File: config.mk
export PLATFORM = sky130hd
export DESIGN_NAME = mac_datapath
export DESIGN_NICKNAME = d
export VERILOG_FILES = /design/src/include/mac_pkg.sv /design/src/include/acc_mem_if.sv /design/src/verilog/acc_store.sv /design/src/verilog/mac_datapath.sv
export SDC_FILE = /design/constraint.sdc
export NUM_CORES = 2
export LEC_CHECK = 0
export BUFFER_PORTS_ARGS = -buffer_cell sky130_fd_sc_hd__buf_2
export CAP_MARGIN = 10
export CELL_PAD_IN_SITES_DETAIL_PLACEMENT = 1
export CELL_PAD_IN_SITES_GLOBAL_PLACEMENT = 1
export CORE_MARGIN = 5
export CORE_UTILIZATION = 35
export DETAILED_ROUTE_END_ITERATION = 7
export PLACE_DENSITY_LB_ADDON = 0.1
export SYNTH_ARGS = -nofsm -noshare
export SYNTH_HDL_FRONTEND = slang
export SYNTH_SLANG_ARGS = --single-unit
File: constraint.sdc
create_clock -name clock -period 10.5 [get_ports clock]
set_input_delay 1.05 -clock clock [delete_from_list [all_inputs] [get_ports clock]]
set_output_delay 1.05 -clock clock [all_outputs]
set_load 0.1 [all_outputs]
File: src/include/mac_pkg.sv
// constants, opcodes and operation codes of the multiply-accumulate datapath
`default_nettype none
package mac_pkg;
    localparam int DATA_W     = 32;
    localparam int ACC_W      = 64;
    localparam int ACC_COUNT  = 4;
    localparam int SEL_W      = 2;
    localparam int GREG_W     = 5;

    // instruction field positions
    localparam int MAJOR_MSB  = 31;
    localparam int MAJOR_LSB  = 26;
    localparam int FIELD1_MSB = 25;
    localparam int FIELD1_LSB = 21;
    localparam int FIELD2_MSB = 20;
    localparam int FIELD2_LSB = 16;
    localparam int SEL_MSB    = 15;
    localparam int SEL_LSB    = 14;
    localparam int EXT_MSB    = 13;
    localparam int EXT_LSB    = 6;
    localparam int MINOR_MSB  = 5;
    localparam int MINOR_LSB  = 0;

    localparam logic [5:0] MAJOR_GROUP     = 6'h00;
    localparam logic [5:0] MINOR_GROUP     = 6'h3c;
    localparam logic [4:0] FIELD1_ZERO     = 5'h00;
    localparam logic [7:0] EXT_READ_UPPER  = 8'h01;
    localparam logic [7:0] EXT_LEFT_PSAT   = 8'h69;
    localparam logic [7:0] EXT_LEFT_SSAT   = 8'he9;
    localparam logic [7:0] EXT_RIGHT_PSAT  = 8'h29;
    localparam logic [7:0] EXT_RIGHT_SSAT  = 8'ha9;
    localparam logic [7:0] EXT_UNSIGNED_MAC = 8'h6a;

    // register map and control register layout
    localparam int         ADDR_W          = 8;
    localparam logic [7:0] CTRL_OFFSET     = 8'h00;
    localparam logic [31:0] CTRL_RESET     = 32'h0000_0000;
    localparam int         OVF_LSB         = 16;
    localparam int         OVF_W           = 4;

    localparam logic [15:0] Q15_NEG_ONE    = 16'h8000;
    localparam logic [31:0] Q31_MAX        = 32'h7fff_ffff;
    localparam logic [31:0] Q31_MIN        = 32'h8000_0000;

    typedef enum logic [6:0] {
        OP_NONE    = 7'b000_0001,
        OP_UMAC    = 7'b000_0010,
        OP_RDUP    = 7'b000_0100,
        OP_FRAC_LP = 7'b000_1000,
        OP_FRAC_LS = 7'b001_0000,
        OP_FRAC_RP = 7'b010_0000,
        OP_FRAC_RS = 7'b100_0000
    } op_e;
endpackage
`default_nettype wire

File: src/include/acc_mem_if.sv
// accumulator storage access between the datapath and its store
`default_nettype none
interface acc_mem_if;
    logic [1:0]  rd_idx;
    logic [63:0] rd_data;
    logic        wr_en;
    logic [1:0]  wr_idx;
    logic [63:0] wr_data;
    modport core  (output rd_idx, output wr_en, output wr_idx, output wr_data, input rd_data);
    modport store (input rd_idx, input wr_en, input wr_idx, input wr_data, output rd_data);
endinterface
`default_nettype wire

File: src/verilog/acc_store.sv
// four 64-bit accumulators with registered, write-forwarding read
`default_nettype none
module acc_store
    import mac_pkg::*;
(
    input  wire logic clock,
    input  wire logic sys_rst,
    acc_mem_if.store  mem
);
    logic [ACC_W-1:0] acc_q [ACC_COUNT];
    logic             fwd;

    // a write to the entry being read is passed on so back-to-back ops chain
    assign fwd = mem.wr_en && (mem.wr_idx == mem.rd_idx);

    always_ff @(posedge clock) begin
        if (sys_rst) begin
            for (int i = 0; i < ACC_COUNT; i++) begin
                acc_q[i] <= '0;
            end
            mem.rd_data <= '0;
        end else begin
            if (mem.wr_en) begin
                acc_q[mem.wr_idx] <= mem.wr_data;
            end
            mem.rd_data <= fwd ? mem.wr_data : acc_q[mem.rd_idx];
        end
    end
endmodule
`default_nettype wire

File: src/verilog/mac_datapath.sv
// multiply-accumulate execution unit with four accumulators and a control register
`default_nettype none
module mac_datapath
    import mac_pkg::*;
(
    input  wire logic               clock,
    input  wire logic               sys_rst,
    input  wire logic               instr_valid,
    input  wire logic [DATA_W-1:0]  instr_word,
    input  wire logic [DATA_W-1:0]  operand_a_value,
    input  wire logic [DATA_W-1:0]  operand_b_value,
    input  wire logic               dsp_enable,
    input  wire logic [ADDR_W-1:0]  reg_addr,
    input  wire logic [DATA_W-1:0]  reg_wdata,
    input  wire logic               reg_wr,
    input  wire logic               reg_rd,
    output logic      [DATA_W-1:0]  reg_rdata,
    output logic                    general_register_wr,
    output logic      [GREG_W-1:0]  general_register_idx,
    output logic      [DATA_W-1:0]  general_register_data,
    output logic                    reserved_instr_exc,
    output logic                    dsp_disabled_exc
);
    function automatic logic is_frac(input op_e op);
        is_frac = (op == OP_FRAC_LP) || (op == OP_FRAC_LS) ||
                  (op == OP_FRAC_RP) || (op == OP_FRAC_RS);
    endfunction

    function automatic logic is_sum_sat(input op_e op);
        is_sum_sat = (op == OP_FRAC_LS) || (op == OP_FRAC_RS);
    endfunction

    // returns {saturated, q31}
    function automatic logic [32:0] frac_product(input logic [15:0] x, input logic [15:0] y);
        logic signed [31:0] p;
        p = $signed(x) * $signed(y);
        if ((x == Q15_NEG_ONE) && (y == Q15_NEG_ONE)) begin
            frac_product = {1'b1, Q31_MAX};
        end else begin
            frac_product = {1'b0, p[30:0], 1'b0};
        end
    endfunction

    acc_mem_if mem ();

    acc_store u_store (
        .clock   (clock),
        .sys_rst (sys_rst),
        .mem     (mem)
    );

    // decode
    logic            grp_hit;
    logic [7:0]      ext_code;
    logic            dec_umac;
    logic            dec_rdup;
    logic            dec_lp;
    logic            dec_ls;
    logic            dec_rp;
    logic            dec_rs;
    logic            dec_frac;
    logic            dsp_block;
    logic            dec_reserved;
    op_e             op_d;

    assign grp_hit  = (instr_word[MAJOR_MSB:MAJOR_LSB] == MAJOR_GROUP) &&
                      (instr_word[MINOR_MSB:MINOR_LSB] == MINOR_GROUP);
    assign ext_code = instr_word[EXT_MSB:EXT_LSB];
    assign dec_umac = grp_hit && (ext_code == EXT_UNSIGNED_MAC);
    assign dec_rdup = grp_hit && (ext_code == EXT_READ_UPPER) &&
                      (instr_word[FIELD1_MSB:FIELD1_LSB] == FIELD1_ZERO);
    assign dec_lp   = grp_hit && (ext_code == EXT_LEFT_PSAT);
    assign dec_ls   = grp_hit && (ext_code == EXT_LEFT_SSAT);
    assign dec_rp   = grp_hit && (ext_code == EXT_RIGHT_PSAT);
    assign dec_rs   = grp_hit && (ext_code == EXT_RIGHT_SSAT);
    assign dec_frac = dec_lp || dec_ls || dec_rp || dec_rs;
    // only the decode outcome and the enable may fault, never operand data
    assign dsp_block    = instr_valid && dec_frac && !dsp_enable;
    assign dec_reserved = instr_valid && !(dec_umac || dec_rdup || dec_frac);

    assign op_d = (!instr_valid || dsp_block) ? OP_NONE :
                  dec_umac ? OP_UMAC :
                  dec_rdup ? OP_RDUP :
                  dec_lp   ? OP_FRAC_LP :
                  dec_ls   ? OP_FRAC_LS :
                  dec_rp   ? OP_FRAC_RP :
                  dec_rs   ? OP_FRAC_RS : OP_NONE;

    // accumulator read is issued alongside decode
    assign mem.rd_idx = instr_word[SEL_MSB:SEL_LSB];

    // execute stage registers
    op_e              s1_op_q;
    logic [SEL_W-1:0] s1_sel_q;
    logic [DATA_W-1:0] s1_a_q;
    logic [DATA_W-1:0] s1_b_q;
    logic [GREG_W-1:0] s1_dest_q;
    logic             s1_res_q;
    logic             s1_dsp_q;

    always_ff @(posedge clock) begin
        if (sys_rst) begin
            s1_op_q   <= OP_NONE;
            s1_sel_q  <= '0;
            s1_a_q    <= '0;
            s1_b_q    <= '0;
            s1_dest_q <= '0;
            s1_res_q  <= 1'b0;
            s1_dsp_q  <= 1'b0;
        end else begin
            s1_op_q   <= op_d;
            s1_sel_q  <= instr_word[SEL_MSB:SEL_LSB];
            s1_a_q    <= operand_a_value;
            s1_b_q    <= operand_b_value;
            s1_dest_q <= instr_word[FIELD2_MSB:FIELD2_LSB];
            s1_res_q  <= dec_reserved;
            s1_dsp_q  <= dsp_block;
        end
    end

    // execute
    logic [ACC_W-1:0]  acc_cur;
    logic [ACC_W-1:0]  umac_prod;
    logic              left_sel;
    logic [15:0]       half_a;
    logic [15:0]       half_b;
    logic [32:0]       fp;
    logic              prod_sat;
    logic [31:0]       q31;
    logic [ACC_W-1:0]  frac_ext;
    logic [ACC_W-1:0]  frac_sum;
    logic              sum_ovf;
    logic              clamp_hit;
    logic [ACC_W-1:0]  clamp_val;
    logic [ACC_W-1:0]  frac_res;
    logic              frac_flag;
    logic [OVF_W-1:0]  ovf_bits;

    assign acc_cur   = mem.rd_data;
    assign umac_prod = 64'(s1_a_q) * 64'(s1_b_q);
    assign left_sel  = (s1_op_q == OP_FRAC_LP) || (s1_op_q == OP_FRAC_LS);
    assign half_a    = left_sel ? s1_a_q[31:16] : s1_a_q[15:0];
    assign half_b    = left_sel ? s1_b_q[31:16] : s1_b_q[15:0];
    assign fp        = frac_product(half_a, half_b);
    assign prod_sat  = fp[32];
    assign q31       = fp[31:0];
    assign frac_ext  = {{32{q31[31]}}, q31};
    assign frac_sum  = acc_cur + frac_ext;
    assign sum_ovf   = frac_sum[32] != frac_sum[31];
    // clamp direction follows the sign of the exact 64-bit sum
    assign clamp_val = frac_sum[63] ? {{32{1'b1}}, Q31_MIN} : {32'h0000_0000, Q31_MAX};
    assign clamp_hit = is_sum_sat(s1_op_q) && sum_ovf;
    assign frac_res  = clamp_hit ? clamp_val : frac_sum;
    assign frac_flag = is_frac(s1_op_q) && (prod_sat || clamp_hit);
    assign ovf_bits  = frac_flag ? OVF_W'(4'h1 << s1_sel_q) : '0;

    assign mem.wr_en   = (s1_op_q == OP_UMAC) || is_frac(s1_op_q);
    assign mem.wr_idx  = s1_sel_q;
    assign mem.wr_data = (s1_op_q == OP_UMAC) ? (acc_cur + umac_prod) : frac_res;

    // control register and read port
    logic [DATA_W-1:0] ctrl_q;
    logic [DATA_W-1:0] ctrl_d;
    logic              ctrl_wr;
    logic              ctrl_rd;
    logic [DATA_W-1:0] rdata_q;
    logic [DATA_W-1:0] rdata_d;

    assign ctrl_wr = reg_wr && (reg_addr == CTRL_OFFSET);
    assign ctrl_rd = reg_rd && (reg_addr == CTRL_OFFSET);
    // a flag raised in the cycle of a software write survives it
    assign ctrl_d  = (ctrl_wr ? reg_wdata : ctrl_q) |
                     {{(DATA_W-OVF_LSB-OVF_W){1'b0}}, ovf_bits, {OVF_LSB{1'b0}}};
    assign rdata_d = ctrl_rd ? ctrl_q : '0;

    always_ff @(posedge clock) begin
        if (sys_rst) begin
            ctrl_q  <= CTRL_RESET;
            rdata_q <= '0;
        end else begin
            ctrl_q  <= ctrl_d;
            rdata_q <= rdata_d;
        end
    end

    // general register result and exceptions
    logic              gwr_q;
    logic [GREG_W-1:0] gidx_q;
    logic [DATA_W-1:0] gdata_q;
    logic              res_exc_q;
    logic              dsp_exc_q;

    always_ff @(posedge clock) begin
        if (sys_rst) begin
            gwr_q     <= 1'b0;
            gidx_q    <= '0;
            gdata_q   <= '0;
            res_exc_q <= 1'b0;
            dsp_exc_q <= 1'b0;
        end else begin
            gwr_q     <= s1_op_q == OP_RDUP;
            gidx_q    <= s1_dest_q;
            gdata_q   <= (s1_op_q == OP_RDUP) ? acc_cur[63:32] : '0;
            res_exc_q <= s1_res_q;
            dsp_exc_q <= s1_dsp_q;
        end
    end

    assign reg_rdata             = rdata_q;
    assign general_register_wr   = gwr_q;
    assign general_register_idx  = gidx_q;
    assign general_register_data = gdata_q;
    assign reserved_instr_exc    = res_exc_q;
    assign dsp_disabled_exc      = dsp_exc_q;

    // checks
    logic signed [31:0] right_prod;
    assign right_prod = $signed(s1_a_q[15:0]) * $signed(s1_b_q[15:0]);

    a_umac_accum: assert property (@(posedge clock) disable iff (sys_rst)
        instr_valid && (op_d == OP_UMAC) |=> mem.wr_en &&
        (mem.wr_idx == $past(instr_word[SEL_MSB:SEL_LSB])) &&
        (mem.wr_data == mem.rd_data + 64'($past(operand_a_value)) * 64'($past(operand_b_value))))
        else $error("unsigned accumulate result wrong");

    a_umac_quiet: assert property (@(posedge clock) disable iff (sys_rst)
        instr_valid && (op_d == OP_UMAC) |-> ##2 !gwr_q && !res_exc_q && !dsp_exc_q)
        else $error("unsigned accumulate wrote a register or faulted");

    a_upper_copy: assert property (@(posedge clock) disable iff (sys_rst)
        (s1_op_q == OP_RDUP) |=> gwr_q && (gdata_q == $past(mem.rd_data[63:32])) &&
        (gidx_q == $past(s1_dest_q)))
        else $error("upper word move wrong");

    a_left_sat_flag: assert property (@(posedge clock) disable iff (sys_rst)
        left_sel && (s1_a_q[31:16] == Q15_NEG_ONE) && (s1_b_q[31:16] == Q15_NEG_ONE)
        |=> ctrl_q[OVF_LSB + 32'($past(s1_sel_q))])
        else $error("left saturation did not set overflow bit");

    a_right_psat: assert property (@(posedge clock) disable iff (sys_rst)
        (s1_op_q == OP_FRAC_RP) && !((s1_a_q[15:0] == Q15_NEG_ONE) && (s1_b_q[15:0] == Q15_NEG_ONE))
        |-> mem.wr_data == mem.rd_data + {{31{right_prod[31]}}, right_prod, 1'b0})
        else $error("product saturating accumulate wrong");

    a_sum_clamp: assert property (@(posedge clock) disable iff (sys_rst)
        is_sum_sat(s1_op_q) && (frac_sum[32] != frac_sum[31]) |-> frac_flag &&
        (mem.wr_data == (frac_sum[63] ? 64'hffff_ffff_8000_0000 : 64'h0000_0000_7fff_ffff)))
        else $error("accumulate clamp wrong");

    a_ovf_sticky: assert property (@(posedge clock) disable iff (sys_rst)
        !ctrl_wr |=> (ctrl_q[OVF_LSB+OVF_W-1:OVF_LSB] & $past(ctrl_q[OVF_LSB+OVF_W-1:OVF_LSB])) ==
        $past(ctrl_q[OVF_LSB+OVF_W-1:OVF_LSB]))
        else $error("overflow bit cleared by hardware");

    a_dsp_off: assert property (@(posedge clock) disable iff (sys_rst)
        instr_valid && dec_frac && !dsp_enable |-> ##1 !mem.wr_en ##1 dsp_exc_q && !gwr_q)
        else $error("disabled fractional op not refused");

    a_frac_no_exc: assert property (@(posedge clock) disable iff (sys_rst)
        instr_valid && dec_frac && dsp_enable |-> ##2 !res_exc_q && !dsp_exc_q)
        else $error("fractional op faulted");

    a_upper_decode: assert property (@(posedge clock) disable iff (sys_rst)
        instr_valid && grp_hit && (ext_code == EXT_READ_UPPER) && (instr_word[25:21] == 5'h00)
        |=> s1_op_q == OP_RDUP)
        else $error("read upper decode wrong");

    a_upper_reserved: assert property (@(posedge clock) disable iff (sys_rst)
        instr_valid && grp_hit && (ext_code == EXT_READ_UPPER) && (instr_word[25:21] != 5'h00)
        |-> ##2 res_exc_q && !gwr_q)
        else $error("read upper with nonzero field accepted");

    a_lower_word: assert property (@(posedge clock) disable iff (sys_rst)
        (s1_op_q == OP_UMAC) |->
        mem.wr_data[31:0] == 32'(mem.rd_data[31:0] + s1_a_q * s1_b_q))
        else $error("lower word of accumulate wrong");

    a_flag_race: assert property (@(posedge clock) disable iff (sys_rst)
        ctrl_wr && is_frac(s1_op_q) && prod_sat
        |=> ctrl_q[OVF_LSB + 32'($past(s1_sel_q))])
        else $error("software write hid a new overflow flag");
endmodule
`default_nettype wire

==> Word-level counts from Yosys, hierarchy flattened <==
Memory sizes are Yosys's and may differ from the RTL's. A register that Yosys moved wholly into a read port is not among the register bits.
Index checks and enable logic that the tools add are counted.
{ "classes": {"addsub": 2, "n_mul": 2, "n_eq_ne": 16, "n_shift": 1, "mux": 22, "n_bitwise": 3, "n_reduce_logical": 43} }
{ "ops": {"columns": ["operator", "n"], "rows": [
  ["2-to-1 mux 64 bit", 4],
  ["adder 64 bit", 2],
  ["multiplier 32 x 32 -> 64 bit", 1],
  ["OR reduction 64 bit", 1],
  ["2-to-1 mux 33 bit", 1],
  ["== test 16 bit, second input constant", 2],
  ["2-to-1 mux 16 bit", 2],
  ["2-to-1 mux 32 bit", 1],
  ["bitwise OR 32 x 20 -> 32 bit", 1],
  ["multiplier 16 x 16 -> 31 bit", 1],
  ["== test 8 x 7 -> 1 bit, second input constant", 2],
  ["== test 8 bit, second input constant", 2],
  ["logical AND 1 bit", 16],
  ["logical OR 1 bit", 12],
  ["== test 8 x 1 -> 1 bit, second input constant", 1],
  ["== test 8 x 6 -> 1 bit, second input constant", 1],
  ["zero test 8 bit", 1],
  ["2-to-1 mux 4 bit", 2],
  ["== test 7 x 2 -> 1 bit, second input constant", 1],
  ["== test 7 x 3 -> 1 bit, second input constant", 1],
  ["== test 7 x 4 -> 1 bit, second input constant", 1],
  ["== test 7 x 5 -> 1 bit, second input constant", 1],
  ["== test 7 x 6 -> 1 bit, second input constant", 1],
  ["== test 7 bit, second input constant", 1],
  ["19 further kinds", 30]
]} }
{ "totals": {"reg_bits": 184, "ramBits": 256, "input_bits": 142, "out_inout_bits": 72, "mem_count": 1} }
{ "memory_table": {"columns": ["memory", "words", "word_bits", "read_ports", "rd_clocked_by_memory_dff", "write_ports", "line_no", "rtl"], "rows": [
  ["u_store.acc_q", 4, 64, 1, 1, 4, "acc_store.sv:10", "logic [ACC_W-1:0] acc_q [ACC_COUNT];"]
]} }

==> Logic depth before layout (Yosys ltp) <==
{ "logic_depth": {"word_depth": 13, "mapped_depth": 46, "ltp_nobuf": 42} }

==> Modules after synthesis <==
From an unflattened synthesis, not the netlist that was laid out.
{ "unflattened": {"hier_cells": 6926, "hier_area_um2": 66367.4} }
{ "modules_own_cells": {"columns": ["mod", "n_inst", "cells_each", "area_each_um2", "seq_area_each_um2"], "rows": [
  ["mac_datapath", 1, 6154, 53173.5, 3683.5],
  ["acc_store", 1, 772, 13193.9, 8968.6]
]} }

==> Least setup slack after synthesis <==
OpenSTA, ideal clock, no wires.
{ "synth_timing": {"path_kind": "reg-to-reg", "startpoint": "register s1_op_q[5]", "endpoint": "memory u_store.acc_q[0][49] (data pin)", "arrival_ns": 11.221, "slack_ns": -0.991, "path_stages_with_launch": 46, "path_buffers": 5, "path_cell_list": "dfxtp_1 -> or4_1 -> nor3_4 -> clkbuf_1 -> clkbuf_1 -> mux2i_1 -> nor2_1 -> fa_1 -> inv_1 -> fa_1 -> fa_1 -> inv_1 -> fa_1 -> fa_1 -> inv_1 -> fa_1 -> inv_1 -> ha_1 -> (+10 left out) -> xor2_1 -> nand2_1 -> ha_1 -> a21o_1 -> a21o_1 -> a221oi_1 -> nor2_1 -> a211oi_1 -> and2_1 -> clkbuf_1 -> nor4_2 -> o21a_1 -> nor3_2 -> buf_2 -> buf_2 -> nor3_1 -> o31ai_1 -> nor2_1"} }
{ "synth_lines": {"columns": ["item", "line_no", "rtl"], "rows": [
  ["from (decl)", "mac_datapath.sv:93", "op_e s1_op_q;"],
  ["from (signal assigned)", "mac_datapath.sv:111", "s1_op_q <= op_d;"],
  ["to (decl)", "acc_store.sv:10", null]
]} }

==> results_dict.tcl <==
set metrics [dict create \
    crit_path_start_kind "flip-flop" \
    numCtsBuffers 60 \
    syn_avg_cell_area_um2 9.34 \
    worstMarginPinSlew_ns 1.04 \
    path_clk_slew_ns 0.06 \
    max_slew_margin 0.300 \
    vdd_drop_max_v 0.000413 \
    grt-ovfl-total 0 \
    synth_cells 7087 \
    whs_path_depth 1 \
    htree_levels 2 \
    vias 52200 \
    ys_seq_elements 504 \
    total_power_mw 18.6 \
    hold_viol_final 0 \
    cap_violations 0 \
    drt-pass1-iter-count 5 \
    ios 214 \
    dr_wl_met2_um 122000 \
    cp_max_fo 8 \
    hp-class "flip-flop to flip-flop" \
    drc_errors 0 \
    worst_clock_skew_ns 0.0687 \
    min_from "s1_dest_q[3]" \
    fp.dieH_um 445 \
    cp-end-kind "flip-flop" \
    crit_family "adder cells" \
    fmax_ghz 0.0955 \
    wl_met3_um 14100 \
    clock-sinks 504 \
    worst-path-buf-inv 15 \
    crit_path_top_delay_cell "fa_2" \
    crit_path_frequent_cell "buf_4" \
    powerDensity_nw_per_um2 240 \
    worstRegToRegCells 45 \
    hpwl_um 205000 \
    rows 159 \
    status "completed" \
    drive_gt1_frac 0.168 \
    drt-vias-per-instance 5.18 \
    tns_ns 0 \
    final_cell_mix "1311 x inv_1, 1203 x fa_1, 1200 x nand2_1" \
    wl_per_cell_um 25.7 \
    ys.flop_type "edfxtp_1" \
    syn_to_final_growth_pct 17.1 \
    hold_buffers 0 \
    die_area_um2 198000 \
    ff2ff_setup_slack_ns 0.03 \
    fin_util 0.412 \
    grt_setup_unrepaired "true" \
    clockBufferDepth 3 \
    async_reset_ff_frac 0 \
    worstPathRequired_ns 10.96 \
    io_buffer_count 213 \
    syn-cell-area_um2 66200 \
    layout_commonest_cell "inv_1" \
    drt-initial-drc-count 3150 \
    finalSetupViolations 0 \
    antenna_left 0 \
    antenna_found_initial 12 \
    initial_utilization 0.352 \
    clockRootBuffer "clkbuf_16" \
    min_period_ns 10.47 \
    critical_path_arrival_ns 10.93 \
    core_um2 188000 \
    synth_edf_count 256 \
    cts_tree "yes" \
    leakage_nw 35.2 \
    routed_wl_um 259000 \
    grt_pass1_wl_um 388000 \
    clk_latency_ns 0.74 \
    rr_startpoint "s1_op_q[1]" \
    drv_slew 0 \
    worstReg2RegEnd "u_store.acc_q[1][47]" \
    synth_nets 8800 \
    nets 9245 \
    worst-setup-path-type "flip-flop to flip-flop" \
    hold_end "general_register_idx[3]" \
    synth.distinct_cells 87 \
    routabilityCongestion 0.921 \
    highest_layer "met5" \
    grt_max_degree 65 \
    wl_met1_um 114000 \
    cp_slowest_stage_delay_ns 0.59 \
    ys_warn_count 0 \
    ys_seq_area_frac 0.191 \
    grt_use_total 0.263 \
    dieWidth_um 445 \
    grt_pass1_vias 57800 \
    finalCritPeriodShare 0.997 \
]
## worst max path at each step
stage | depth (start not counted) | from | slack (ns) | endpoint
3_3_place_gp | 41 | s1_op_q[5] | -1.08 | u_store.acc_q[1][38]
2_1_floorplan | 39 | s1_op_q[5] | 0.008 | u_store.acc_q[0][37]
3_5_place_dp | 41 | s1_op_q[5] | -1.22 | u_store.acc_q[3][38]
4_1_cts | 45 | s1_op_q[1] | -0.003 | u_store.acc_q[1][59]
6_report | 45 | s1_op_q[1] | 0.03 | u_store.acc_q[1][47]
5_1_grt | 48 | s1_op_q[1] | -0.29 | u_store.acc_q[1][51]
## what timing repair did
item,4_1_cts,5_1_grt
buffers inserted,45,26
pin swaps,80,85
gates cloned,7,1
endpoints found under the setup margin,324,324
gates resized for setup,175,140
## Yosys cell counts, drive strengths merged, types with 7 or more instances
library cell,number,area (um2)
nand3,67,340
nand4,38,238
or4,9,71.3
a211oi,26,200
clkbuf,399,1500
nor4,38,244
a41oi,7,61.3
fa,1216,24300
xor2,55,482
and3,22,138
a21oi,168,848
a21o,59,443
nor3b,8,60.1
and4,10,87.6
o21a,16,120
a211o,7,61.3
o21ai,92,460
a31o,13,114
ha,355,4440
o32ai,9,78.8
inv,1319,4950
edfxtp,256,7690
nor2b,92,576
a221oi,9,85.1
a31oi,29,188
buf,24,104
nor4b,11,96.3
o21bai,15,113
or3,24,150
mux2i,43,430
o211ai,14,105
mux2,27,308
nor3,83,437
xnor2,103,910
o31ai,28,235
dfxtp,248,4960
a2111oi,10,87.6
or2,14,87.6
o22ai,34,213
nand2b,31,194
mux4,64,1440
nor2,442,1660
and2,254,1590
nand2,1226,4600
## per-stage QoR
step	area, um2	worst slack, ns	hold WS (ns)	std cells
final	77500	0.0337	0.440	10100
after detailed placement	73200	-1.22	0.435	9890
after global placement	73200	-1.08	0.415	9890
after floorplan	66400	0.00759	0.414	7087
after CTS	76700	-0.00271	0.442	10100
after global routing	77500	-0.290	0.452	10100
## power by group
group          switching, mW  internal [mW]  leakage [nW]
clock                  0.947           1.33          1.05
combinational           8.78           5.33          29.6
sequential            0.0952           2.14          4.58
total                   9.82           8.81          35.2
## area by class of cell
cell class / instances / area, um2
fillers: 21400 / 110000
multi-input cells: 4841 / 48500
flip-flops and latches: 504 / 12700
repair buffers: 805 / 6130
inverters: 1320 / 4950
well taps: 2495 / 3120
clock buffers: 79 / 1680
clock inverters: 34 / 478
diodes: 4 / 10.0
## metal layers
| metal | track usage | vias to the layer above |
|---|---|---|
| met3 | 0.0390 | 283 |
| met4 | 0.0778 | 4 |
| met1 | 0.361 | 27800 |
| met2 | 0.435 | 1333 |
| met5 | 0 | - |
| li1 | - | 22800 |
## flip-flops by register name, summed over array words and instances, names as in the netlist
name and cells:
s1_a_q 32, reg_rdata 32, general_register_wr 1, s1_dsp_q 1, u_store.acc_q 256, s1_op_q 7, s1_b_q 32, u_store.mem.rd_data 64
general_register_data 32, reserved_instr_exc 1, s1_res_q 1, general_register_idx 5, dsp_disabled_exc 1, mem.wr_idx 2, s1_dest_q 5, ctrl_q 32
## kinds of logic (layout without fill, tap and decap cells)
logic type,count (synthesis),count (layout),synth area share
multiplexers,134,134,0.0329
XOR/XNOR,158,158,0.0210
adder cells (fa/ha/maj),1571,1571,0.435
flip-flops,504,504,0.191
AND/OR/NAND/NOR,2373,2374,0.160
other,0,4,0
AO/OA/AOI/OAI,604,604,0.0608
buffers and inverters,1743,2238,0.0991
Note: power is estimated with default switching activity, not from simulation.
